$ cat src/common/servo_timer_pkg.sv
// shared constants and carrier types for the servo timer group
package servo_timer_pkg;
	// clock and timing
	localparam int CLK_HZ         = 25_000_000; // system clock rate
	localparam int FREE_TICK_NS   = 125;        // free-running resolution
	localparam int TICK_A_NS      = 1000;       // frame/duty/timer a tick
	localparam int TICK_B_NS      = 2000;       // timer b and c tick
	localparam int PWM_CARRIER_HZ = 62_500;     // pwm carrier frequency
	// cycle counts, rounded down, never below one
	localparam int FREE_TICK_CYC =
		(CLK_HZ / 1000 * FREE_TICK_NS / 1_000_000 < 1)
		? 1 : CLK_HZ / 1000 * FREE_TICK_NS / 1_000_000;
	localparam int TICK_A_CYC = (CLK_HZ / 1000 * TICK_A_NS / 1_000_000 < 1)
		? 1 : CLK_HZ / 1000 * TICK_A_NS / 1_000_000;
	localparam int TICK_B_CYC = (CLK_HZ / 1000 * TICK_B_NS / 1_000_000 < 1)
		? 1 : CLK_HZ / 1000 * TICK_B_NS / 1_000_000;
	localparam int PWM_CARRIER_CYC = CLK_HZ / PWM_CARRIER_HZ;
	// widths
	localparam int FREE_W    = 22; // free-running counter
	localparam int TMR_W     = 16; // every 16-bit timer
	localparam int DIV_W     = 8;  // event divider
	localparam int TAPE_W    = 5;  // tape up/down counter
	localparam int PWM_HI_W  = 16; // fine pwm duty
	localparam int PWM_LO_W  = 8;  // coarse pwm duty
	localparam int CARRIER_W = 9;  // carrier phase counter
	localparam int PRE_W     = 6;  // prescaler counters
	localparam int NUM_CAP   = 6;  // free-running capture channels
	localparam int NUM_PWM   = 3;  // channels per pwm resolution
	// reset and limit values
	localparam logic [FREE_W-1:0]    FREE_RST = 22'h00_0000;
	localparam logic [TMR_W-1:0]     TMR_RST  = 16'h0000;
	localparam logic [TMR_W-1:0]     TMR_MAX  = 16'hffff;
	localparam logic [DIV_W-1:0]     DIV_RST  = 8'h00;
	localparam logic [TAPE_W-1:0]    TAPE_RST = 5'h00;
	localparam logic [TAPE_W-1:0]    TAPE_MAX = 5'h1f;
	localparam logic [PRE_W-1:0]     PRE_RST = 6'h00;
	localparam logic [CARRIER_W-1:0] CAR_RST = 9'h000;

	// sensor and control inputs, all synchronous levels
	typedef struct packed {
		logic ref_phase;               // reference phase
		logic drum_phase;              // drum phase sensor
		logic drum_speed;              // drum speed sensor
		logic capstan_speed;           // capstan speed sensor
		logic reel_take;               // take-up reel sensor
		logic reel_supply;             // supply reel sensor
		logic playback_control_signal; // tape control pulse
		logic external_irq_input_2;    // remote-control input
	} servo_in_t;

	// compare values held by the cpu side
	typedef struct packed {
		logic [TMR_W-1:0] frame_ref_compare;
		logic [TMR_W-1:0] frame_record_compare;
		logic [TMR_W-1:0] vsync_mask_compare;
		logic [TMR_W-1:0] duty_compare_a;
		logic [TMR_W-1:0] duty_compare_b;
		logic [DIV_W-1:0] event_divider_compare;
		logic [TMR_W-1:0] general_timer_a_compare;
		logic [TMR_W-1:0] general_timer_c_compare;
		logic [TAPE_W-1:0] tape_counter_compare;
	} compare_t;

	// one-cycle event pulses
	typedef struct packed {
		logic frame_ref_match;
		logic record_control_output;
		logic vsync_unmask;
		logic rtp_trigger;
		logic duty_match_a;
		logic duty_match_b;
		logic event_divider_out;
		logic timer_a_irq;
		logic timer_c_irq;
		logic tape_counter_irq;
	} event_t;

	// captured and counted values
	typedef struct packed {
		logic [FREE_W-1:0]              free_running_counter;
		logic [NUM_CAP-1:0][FREE_W-1:0] speed_phase_capture;
		logic [TMR_W-1:0]               frame_timer;
		logic [TMR_W-1:0]               capstan_phase_capture;
		logic [TMR_W-1:0]               control_period_capture;
		logic [TMR_W-1:0]               control_duty_timer;
		logic [DIV_W-1:0]               event_divider_counter;
		logic [TMR_W-1:0]              general_timer_a;
		logic [TMR_W-1:0]              general_timer_b;
		logic [TMR_W-1:0]              timer_b_capcompare;
		logic [TMR_W-1:0]              timer_b_capture;
		logic [TMR_W-1:0]              general_timer_c;
		logic [TAPE_W-1:0]              tape_updown_counter;
	} count_t;

	// pwm duty settings
	typedef struct packed {
		logic [NUM_PWM-1:0][PWM_HI_W-1:0] duty_hi;
		logic [NUM_PWM-1:0][PWM_LO_W-1:0] duty_lo;
	} pwm_duty_t;
endpackage

$ cat src/hdl/pwm_channel.sv
// one pwm output compared against the shared carrier phase
`timescale 1ns/1ps
module pwm_channel #(
	parameter int W = 16 // duty resolution
) (
	input  wire logic                                  sys_clk,  // clock
	input  wire logic                                  rst_b,    // reset
	input  wire logic [servo_timer_pkg::CARRIER_W-1:0] carrier,  // phase
	input  wire logic [W-1:0]                          duty,     // duty
	output logic                                       pwm_out   // output
);
	import servo_timer_pkg::*;

	typedef struct packed {
		logic level; // registered output level
	} pwm_st_t;

	pwm_st_t                 st;       // state
	pwm_st_t                 next_st;  // next state
	logic [W+CARRIER_W-1:0]  ramp;     // phase scaled to duty range
	logic [W+CARRIER_W-1:0]  thresh;   // duty scaled to carrier length

	// scaling keeps the full duty range over a non-power-of-two period
	always_comb begin
		ramp    = {carrier, {W{1'b0}}};
		thresh  = (W+CARRIER_W)'(duty) * (W+CARRIER_W)'(PWM_CARRIER_CYC);
		next_st = st;
		next_st.level = ramp < thresh;
	end

	// output flop
	always_ff @(posedge sys_clk or negedge rst_b) begin
		if (!rst_b) begin
			st <= '0;
		end else begin
			st <= next_st;
		end
	end

	assign pwm_out = st.level;
endmodule

$ cat src/hdl/vcr_servo_timer_group.sv
// servo timer group: capture counter, reference timers, pwm unit
`timescale 1ns/1ps
module vcr_servo_timer_group (
	input  wire logic                            sys_clk, // clock
	input  wire logic                            rst_b,   // async reset
	input  servo_timer_pkg::servo_in_t           sense,   // sensors
	input  servo_timer_pkg::compare_t            cfg,     // compares
	input  servo_timer_pkg::pwm_duty_t           duty,    // pwm duties
	output servo_timer_pkg::count_t              counts,  // counts, captures
	output servo_timer_pkg::event_t              events,  // pulses
	output logic [2*servo_timer_pkg::NUM_PWM-1:0] pwm      // pwm pins
);
	import servo_timer_pkg::*;

	typedef struct packed {
		logic [PRE_W-1:0]     pre_free; // free-running prescaler
		logic [PRE_W-1:0]     pre_a;   // 1 us prescaler
		logic [PRE_W-1:0]     pre_b;   // 2 us prescaler
		logic [CARRIER_W-1:0] carrier; // pwm carrier phase
		servo_in_t            last;    // previous input sample
		count_t               cnt;     // visible counts
		event_t               ev;      // visible pulses
	} st_t;

	st_t  st;      // state
	st_t  next_st; // next state
	logic tick_f;  // free-running tick
	logic tick_a;  // 1 us tick
	logic tick_b;  // 2 us tick
	logic pb_rise; // tape control rising edge
	logic pb_fall; // tape control falling edge
	logic rc_edge; // remote input edge, either way

	// rising edge against the previous sample
	function automatic logic rise(input logic last, input logic now);
		return now && !last;
	endfunction

	// wrapping step of a prescaler with terminal count
	function automatic logic [PRE_W-1:0] pre_step(input logic [PRE_W-1:0] p,
			input logic term);
		return term ? PRE_RST : PRE_W'(p + 1'b1);
	endfunction

	assign tick_f  = st.pre_free == PRE_W'(FREE_TICK_CYC - 1);
	assign tick_a  = st.pre_a == PRE_W'(TICK_A_CYC - 1);
	assign tick_b  = st.pre_b == PRE_W'(TICK_B_CYC - 1);
	assign pb_rise = rise(st.last.playback_control_signal,
		sense.playback_control_signal);
	assign pb_fall = rise(sense.playback_control_signal,
		st.last.playback_control_signal);
	assign rc_edge = st.last.external_irq_input_2 != sense.external_irq_input_2;

	// all counting, capture and event logic
	always_comb begin
		next_st      = st;
		next_st.ev   = '0; // pulses last one cycle
		next_st.last = sense;
		next_st.pre_free = pre_step(st.pre_free, tick_f);
		next_st.pre_a   = pre_step(st.pre_a, tick_a);
		next_st.pre_b   = pre_step(st.pre_b, tick_b);
		// carrier shared by all six outputs
		if (st.carrier == CARRIER_W'(PWM_CARRIER_CYC - 1)) begin
			next_st.carrier = CAR_RST;
		end else begin
			next_st.carrier = CARRIER_W'(st.carrier + 1'b1);
		end
		// free-running count wraps at 22 bits
		if (tick_f) begin
			next_st.cnt.free_running_counter =
				FREE_W'(st.cnt.free_running_counter + 1'b1);
		end
		// captures: ref phase, drum phase, drum speed, capstan, two reels
		if (rise(st.last.ref_phase, sense.ref_phase)) begin
			next_st.cnt.speed_phase_capture[0] = st.cnt.free_running_counter;
		end
		if (rise(st.last.drum_phase, sense.drum_phase)) begin
			next_st.cnt.speed_phase_capture[1] = st.cnt.free_running_counter;
		end
		if (rise(st.last.drum_speed, sense.drum_speed)) begin
			next_st.cnt.speed_phase_capture[2] = st.cnt.free_running_counter;
		end
		if (rise(st.last.capstan_speed, sense.capstan_speed)) begin
			next_st.cnt.speed_phase_capture[3] = st.cnt.free_running_counter;
		end
		if (rise(st.last.reel_take, sense.reel_take)) begin
			next_st.cnt.speed_phase_capture[4] = st.cnt.free_running_counter;
		end
		if (rise(st.last.reel_supply, sense.reel_supply)) begin
			next_st.cnt.speed_phase_capture[5] = st.cnt.free_running_counter;
		end
		// frame timer and its three compares
		if (tick_a) begin
			next_st.cnt.frame_timer = TMR_W'(st.cnt.frame_timer + 1'b1);
			next_st.ev.frame_ref_match =
				st.cnt.frame_timer == cfg.frame_ref_compare;
			next_st.ev.record_control_output =
				st.cnt.frame_timer == cfg.frame_record_compare;
			next_st.ev.vsync_unmask =
				st.cnt.frame_timer == cfg.vsync_mask_compare;
			next_st.ev.rtp_trigger =
				st.cnt.frame_timer == cfg.vsync_mask_compare;
		end
		// capstan phase: frame position at each tape control pulse
		if (pb_rise) begin
			next_st.cnt.capstan_phase_capture = st.cnt.frame_timer;
		end
		// duty timer restarts on each control pulse, keeping its period
		if (pb_rise) begin
			next_st.cnt.control_period_capture = st.cnt.control_duty_timer;
			next_st.cnt.control_duty_timer = TMR_RST;
		end else if (tick_a) begin
			next_st.cnt.control_duty_timer =
				TMR_W'(st.cnt.control_duty_timer + 1'b1);
			next_st.ev.duty_match_a = st.cnt.control_duty_timer == cfg.duty_compare_a;
			next_st.ev.duty_match_b = st.cnt.control_duty_timer == cfg.duty_compare_b;
		end
		// event divider on capstan sensor rising edges
		if (rise(st.last.capstan_speed, sense.capstan_speed)) begin
			if (st.cnt.event_divider_counter == cfg.event_divider_compare) begin
				next_st.cnt.event_divider_counter = DIV_RST;
				next_st.ev.event_divider_out = 1'b1;
			end else begin
				next_st.cnt.event_divider_counter =
					DIV_W'(st.cnt.event_divider_counter + 1'b1);
			end
		end
		// timer a: interval timer cleared by its compare
		if (tick_a) begin
			if (st.cnt.general_timer_a == cfg.general_timer_a_compare) begin
				next_st.cnt.general_timer_a = TMR_RST;
				next_st.ev.timer_a_irq = 1'b1;
			end else begin
				next_st.cnt.general_timer_a = TMR_W'(st.cnt.general_timer_a + 1'b1);
			end
		end
		// timer b: free 2 us count, captured on remote edges
		if (tick_b) begin
			next_st.cnt.general_timer_b =
				TMR_W'(st.cnt.general_timer_b + 1'b1);
		end
		if (rc_edge) begin
			next_st.cnt.timer_b_capcompare = st.cnt.general_timer_b;
			next_st.cnt.timer_b_capture = st.cnt.general_timer_b;
		end
		// timer c: interval timer cleared by its compare
		if (tick_b) begin
			if (st.cnt.general_timer_c == cfg.general_timer_c_compare) begin
				next_st.cnt.general_timer_c = TMR_RST;
				next_st.ev.timer_c_irq = 1'b1;
			end else begin
				next_st.cnt.general_timer_c = TMR_W'(st.cnt.general_timer_c + 1'b1);
			end
		end
		// tape counter; both edges can never come in one cycle
		if (pb_rise) begin
			next_st.cnt.tape_updown_counter =
				TAPE_W'(st.cnt.tape_updown_counter + 1'b1);
		end else if (pb_fall) begin
			if (st.cnt.tape_updown_counter == TAPE_RST) begin
				next_st.cnt.tape_updown_counter = TAPE_MAX;
				next_st.ev.tape_counter_irq = 1'b1;
			end else begin
				next_st.cnt.tape_updown_counter =
					TAPE_W'(st.cnt.tape_updown_counter - 1'b1);
			end
		end
		// match interrupt follows the new counter value
		if ((pb_rise || pb_fall) &&
				next_st.cnt.tape_updown_counter == cfg.tape_counter_compare) begin
			next_st.ev.tape_counter_irq = 1'b1;
		end
	end

	// state register
	always_ff @(posedge sys_clk or negedge rst_b) begin
		if (!rst_b) begin
			st <= '0;
		end else begin
			st <= next_st;
		end
	end

	assign counts = st.cnt;
	assign events = st.ev;

	// fine channels 0..2 (drum, capstan, spare), coarse channels 3..5
	for (genvar i = 0; i < NUM_PWM; i++) begin : g_pwm
		pwm_channel #(.W(PWM_HI_W)) u_hi (
			.sys_clk (sys_clk),
			.rst_b   (rst_b),
			.carrier (st.carrier),
			.duty    (duty.duty_hi[i]),
			.pwm_out (pwm[i])
		);
		pwm_channel #(.W(PWM_LO_W)) u_lo (
			.sys_clk (sys_clk),
			.rst_b   (rst_b),
			.carrier (st.carrier),
			.duty    (duty.duty_lo[i]),
			.pwm_out (pwm[NUM_PWM+i])
		);
	end
endmodule

$ cat config.mk
export PLATFORM = sky130hd
export DESIGN_NAME = vcr_servo_timer_group
export DESIGN_NICKNAME = d
export VERILOG_FILES = /design/src/common/servo_timer_pkg.sv /design/src/hdl/pwm_channel.sv /design/src/hdl/vcr_servo_timer_group.sv
export SDC_FILE = /design/constraint.sdc
export NUM_CORES = 1
export LEC_CHECK = 0
export BUFFER_PORTS_ARGS = -buffer_cell sky130_fd_sc_hd__buf_2
export CELL_PAD_IN_SITES_DETAIL_PLACEMENT = 0
export CELL_PAD_IN_SITES_GLOBAL_PLACEMENT = 1
export CORE_MARGIN = 2
export CORE_UTILIZATION = 46
export DETAILED_ROUTE_END_ITERATION = 8
export GPL_ROUTABILITY_DRIVEN = 0
export PLACE_DENSITY_LB_ADDON = 0.1
export SYNTH_ARGS = -nofsm -noshare
export SYNTH_HDL_FRONTEND = slang
export SYNTH_HIERARCHICAL = 1
export SYNTH_SLANG_ARGS = --single-unit
$ cat constraint.sdc
create_clock -name sys_clk -period 5.1 [get_ports sys_clk]
set_clock_uncertainty 0.05 [all_clocks]
set_input_delay 1.02 -clock sys_clk [delete_from_list [all_inputs] [get_ports sys_clk]]
set_output_delay 1.02 -clock sys_clk [all_outputs]
set_load 0.05 [all_outputs]
# Word-level counts from Yosys, hierarchy flattened
# Cells that the tools add are included.
word_totals:
  word_cells: 129
  output_inout_bits: 327
  regBits: 346
  inputBits: 207
op_classes:
  n_reduce_logical: 20
  n_mux: 25
  n_lt_le_gt_ge: 6
  n_eq_ne: 14
  mul: 6
  addsub: 13
ops:
  columns: ["cell", "n"]
  rows:
  - ["$eq 16x16->1", 7]
  - ["$add 16x1->16 const B", 5]
  - ["$lt 25x25->1", 3]
  - ["$mux 16", 4]
  - ["$mul 16x5->21 const B", 3]
  - ["$lt 17x17->1", 3]
  - ["$mul 8x5->13 const B", 3]
  - ["$add 22x1->22 const B", 1]
  - ["$add 6x1->6 const B", 3]
  - ["$mux 6", 3]
  - ["$mux 5", 3]
  - ["$mux 1", 10]
  - ["$add 9x1->9 const B", 1]
  - ["$eq 9x9->1 const B", 1]
  - ["$logic_and 1x1->1", 9]
  - ["$mux 9", 1]
  - ["$add 8x1->8 const B", 1]
  - ["$eq 8x8->1", 1]
  - ["$logic_not 1->1", 8]
  - ["$mux 8", 1]
  - ["$eq 6x2->1 const B", 1]
  - ["$eq 6x5->1 const B", 1]
  - ["$eq 6x6->1 const B", 1]
  - ["$add 5x1->5 const B", 1]
  - ["other kinds (8)", 9]

# Logic depth before layout (Yosys ltp)
depth:
  ltp_word: 7
  ltp_mapped: 19

# By module
# Netlist, hierarchy kept.
modules_own_cells:
  columns: ["module", "cells_each", "seq_area_each_um2", "area_each_um2", "instances"]
  rows:
  - ["vcr_servo_timer_group", 1636, 8483.1, 17760.8, 1]
  - ["pwm_channel at g_pwm[0].u_hi ...", 235, 25.0, 1958.1, 2]
  - ["pwm_channel at g_pwm[0].u_lo ...", 103, 25.0, 915.9, 3]
  - ["pwm_channel at g_pwm[1].u_hi", 234, 25.0, 1961.9, 1]

# Worst setup path before layout
# OpenSTA, ideal clock, no wires.
synth_timing:
  kind: "input -> register"
  start: "input port duty[46] (netlist bit)"
  end: "register g_pwm[1].u_hi.st"
  path_buffers: 0
  cell_stages: 17
  setup_slack_ps: 530
  t_arrival_ps: 4431
  path_cell_list: "ha_1 > ha_1 > inv_1 > fa_1 > inv_1 > ha_1 > nand4_1 > a211oi_2 > o21ai_1 > nor4b_4 > a311oi_2 > ha_1 > a21o_1 > a21o_1 > a221oi_1 > o21ai_0 > a41oi_1"
synth_via:
  elab_chain_len: 2
synth_lines:
  columns: ["element", "line", "text"]
  rows:
  - ["start: declaration", "vcr_servo_timer_group.sv:8", "input servo_timer_pkg::pwm_duty_t duty,"]
  - ["$mul 16x5->21", "pwm_channel.sv:26", "thresh = (W+CARRIER_W)'(duty) * (W+CARRIER_W)'(PWM_CARRIER_CYC);"]
  - ["$lt 25x25->1", "pwm_channel.sv:28", "next_st.level = ramp < thresh;"]
  - ["net g_pwm[1].u_hi.next_st", "pwm_channel.sv:19", "pwm_st_t next_st;"]
  - ["end signal: assignment", "pwm_channel.sv:36", "st <= next_st;"]
  - ["end: declaration", "pwm_channel.sv:18", "pwm_st_t st;"]
# The timed path passes the listed nets, and every way through them passes these cells.
# A chain may end at the register's enable or synchronous reset.

# Worst setup path in the final report
layout_timing:
  start: "input port duty[45] (netlist bit)"
  end: "register g_pwm[1].u_hi.st"
# Same word-level chain as after synthesis.

==> summary.txt <==
clock buffer depth = 3
maximum fanout along the worst path = 7
num ports = 534
post-layout util = 50.9%
crit path launch type = input port
Port Buf Inserts = 533
initial core utilization = 46.6%
cts hold-fix bufs = 0
Critical Path Sink Type = register
Clock Latency Late Sink = 570 ps
path category of the worst min-delay check = reg2reg
Total GRT Usage = 21.7%
Hold Startpoint = st[349]
critical path class = in2reg
routed vias = 18,584
highest clock rate = 224 MHz
total gr overflow = 0
vias in the first global route = 18,819
postcts setup bufs = 0
final WL = 65,100 um
RSZ-0062 raised after global routing = no
# clock sinks = 345
Cells on Worst Hold Path = 1
area of the mapped netlist = 26,400 sq um
CORE AREA = 56,600 sq um
top_reg_cell synth = dfrtp_1
Die Y = 244 um
Final Critical Period = 4460 ps
post-synthesis async set-or-reset flop share = 100%
synthesized instance count = 2,649
synthesized flop and latch total = 345
Critical Path RT = 5540 ps
post-synthesis area per instance = 9.96 sq um
global-route wire length before repair = 104,000 um
CP max stage cell = fa_1
growth of design area from synthesis to finish = 9.16%
Worst Hold End = st[349]
Clock Pin Slew Worst Setup and Hold Paths = 70 ps
most frequent cells in the layout = buf_2 (532), dfrtp_1 (345), ha_1 (317)
number of flops mapped to enable cells by yosys = 0
Final period util = 87.5%
P_leak = 0.0155 uW
die footprint = 59,300 sq um
initial antenna violation count = 5
H-Tree Level Count = 2
worst slew pin tran = 1230 ps
setup TNS = 0 ps
yosys warns = 6
Pwr per Cell Area = 303 nW/um^2
Post-DP HPWL = 50,200 um
post-synth net total = 3,216
Max IR drop VDD = 0.000232 V
critical register-to-register path startpoint = st[322]
Max-slew headroom = 17.9%
Hold Fails Final Rpt = 0
max-cap violation count = 0
ANT nets after route = 0
cell depth of the worst flop-to-flop path = 8
DR vias/cell = 5.13
Num CTS Buffers = 41
die width = 244 um
reg-to-reg slack, setup = 2490 ps
post-synth cell types = 79
proportion of layout cells with a drive suffix above 1 = 29.3%
# rows = 87
r2r endpoint = events[0]
final net count = 3,399
Iteration-0 DRC Markers = 776
sequential element share of the synthesized area = 32.7%
DR pass1 iterations = 5
PostCTS Resize Cnt = 0
area of the multi-input gates = 14,100 sq um
fin. max-slew vios = 0
largest net degree at the start of global routing = 112
Storage cell area = 8630 sq um
status = completed
CTS Root Cell = clkbuf_16
critical-path cell list = buf_2 -> ha_1 -> ha_1 -> inv_1 -> fa_1 -> inv_1 -> ha_1 -> a21oi_1 -> o21ai_1 -> o21ai_1 -> nand2b_1 -> a311oi_2 -> ha_1 -> a21o_1 -> a21o_1 -> a221oi_1 -> o21ai_0 -> a41oi_1
placed cell areas = 27,400 sq um
DRC Markers = 0
WL/cell = 18.0 um
cell area after layout = 28,800 sq um
data arrival time at the worst-slack endpoint = 4900 ps
most common cell after layout, fill and taps aside = buf_2
critical path's largest stage delay = 500 ps
# setup viols final = 0
CTS tree = done
crit-path most repeated cell = ha_1
# fillers = 5,277
==> layout make-up <==
type	count	area share (%)
Inverter	235	3.06
Antenna cell	1	0.00869
Clock inverter	22	0.877
Tap cell	756	3.28
Sequential cell	345	30.0
Clock buffer	53	4.07
Multi-Input combinational cell	1661	49.0
Timing Repair Buffer	548	9.77
==> how the worst max path moves through the flow <==
stage / endpoint / start / depth (start not counted) / slack, ps
global route: g_pwm[2].u_hi/pwm_out / duty[66] / 19 / 420
finish: g_pwm[1].u_hi/pwm_out / duty[45] / 18 / 640
CTS: g_pwm[1].u_hi/pwm_out / duty[45] / 18 / 690
global placement: g_pwm[2].u_hi/pwm_out / duty[58] / 16 / 200
detailed placement: g_pwm[1].u_hi/pwm_out / duty[45] / 18 / 90
floorplan: g_pwm[1].u_hi/pwm_out / duty[46] / 17 / 530
==> critical path, delay by kind of cell <==
kind,cells,cell delay [ps]
compound gates,9,1820
fa+ha+maj,5,1730
buf+inv,3,220
simple gates,1,100
==> power breakdown <==
part	internal, uW	switching (uW)
clock	1840	1240
sequential	2810	90.3
combinational	1120	1650
total	5760	2980
==> cells by family (layout without fill, tap and decap cells) <==
| logic type | after synthesis | in the layout | share of synthesized area [%] |
|---|---|---|---|
| AOI/OAI and AO/OA | 269 | 269 | 7.39 |
| other | 0 | 1 | 0 |
| buffers and inverters | 643 | 858 | 13.9 |
| xor gates and xnor gates | 273 | 273 | 9.06 |
| DFF | 345 | 345 | 32.7 |
| adders and majority gates | 360 | 360 | 18.3 |
| muxes | 168 | 168 | 7.13 |
| and+or+nand+nor | 591 | 591 | 11.6 |
==> sequential cells by signal, summed over array words and instances, names as in the netlist <==
register,cells
g_pwm.u_hi/pwm_out,3
events,9
st,35
g_pwm.u_lo/pwm_out,3
counts,295
==> synthesized netlist by cell type (20+ instances only) <==
library cell / n / area, sq um
inv_1: 235 / 882
nand3_1: 83 / 415
o21ai_0: 52 / 260
mux2_2: 160 / 1800
nand4_1: 30 / 188
ha_1: 318 / 3980
and3_1: 21 / 131
nor3_1: 22 / 110
fa_1: 42 / 841
nor4_1: 38 / 238
a21oi_1: 70 / 350
dfrtp_1: 345 / 8630
nor2_1: 120 / 450
nor2b_1: 20 / 125
nand2_1: 159 / 597
clkbuf_1: 53 / 199
xnor2_1: 104 / 911
buf_4: 325 / 2440
buf_1: 21 / 78.8
xor2_1: 169 / 1480
==> through the flow <==
step	setup WS [ps]	hold slack (ps)	cells	total power (uW)
floorplan	530	384	2649	5070
global placement	202	405	3545	5680
detailed placement	85.1	407	3545	5720
CTS	691	417	3620	8870
global route	419	445	3620	9330
finish	639	414	3621	8740
==> routing by layer <==
layer	wire length, um	global-route usage, %
met1	28100	27.5
met2	32500	38.6
met3	3240	3.69
met4	1240	4.95
met5	41	0
(Power assumes the default switching activity.)
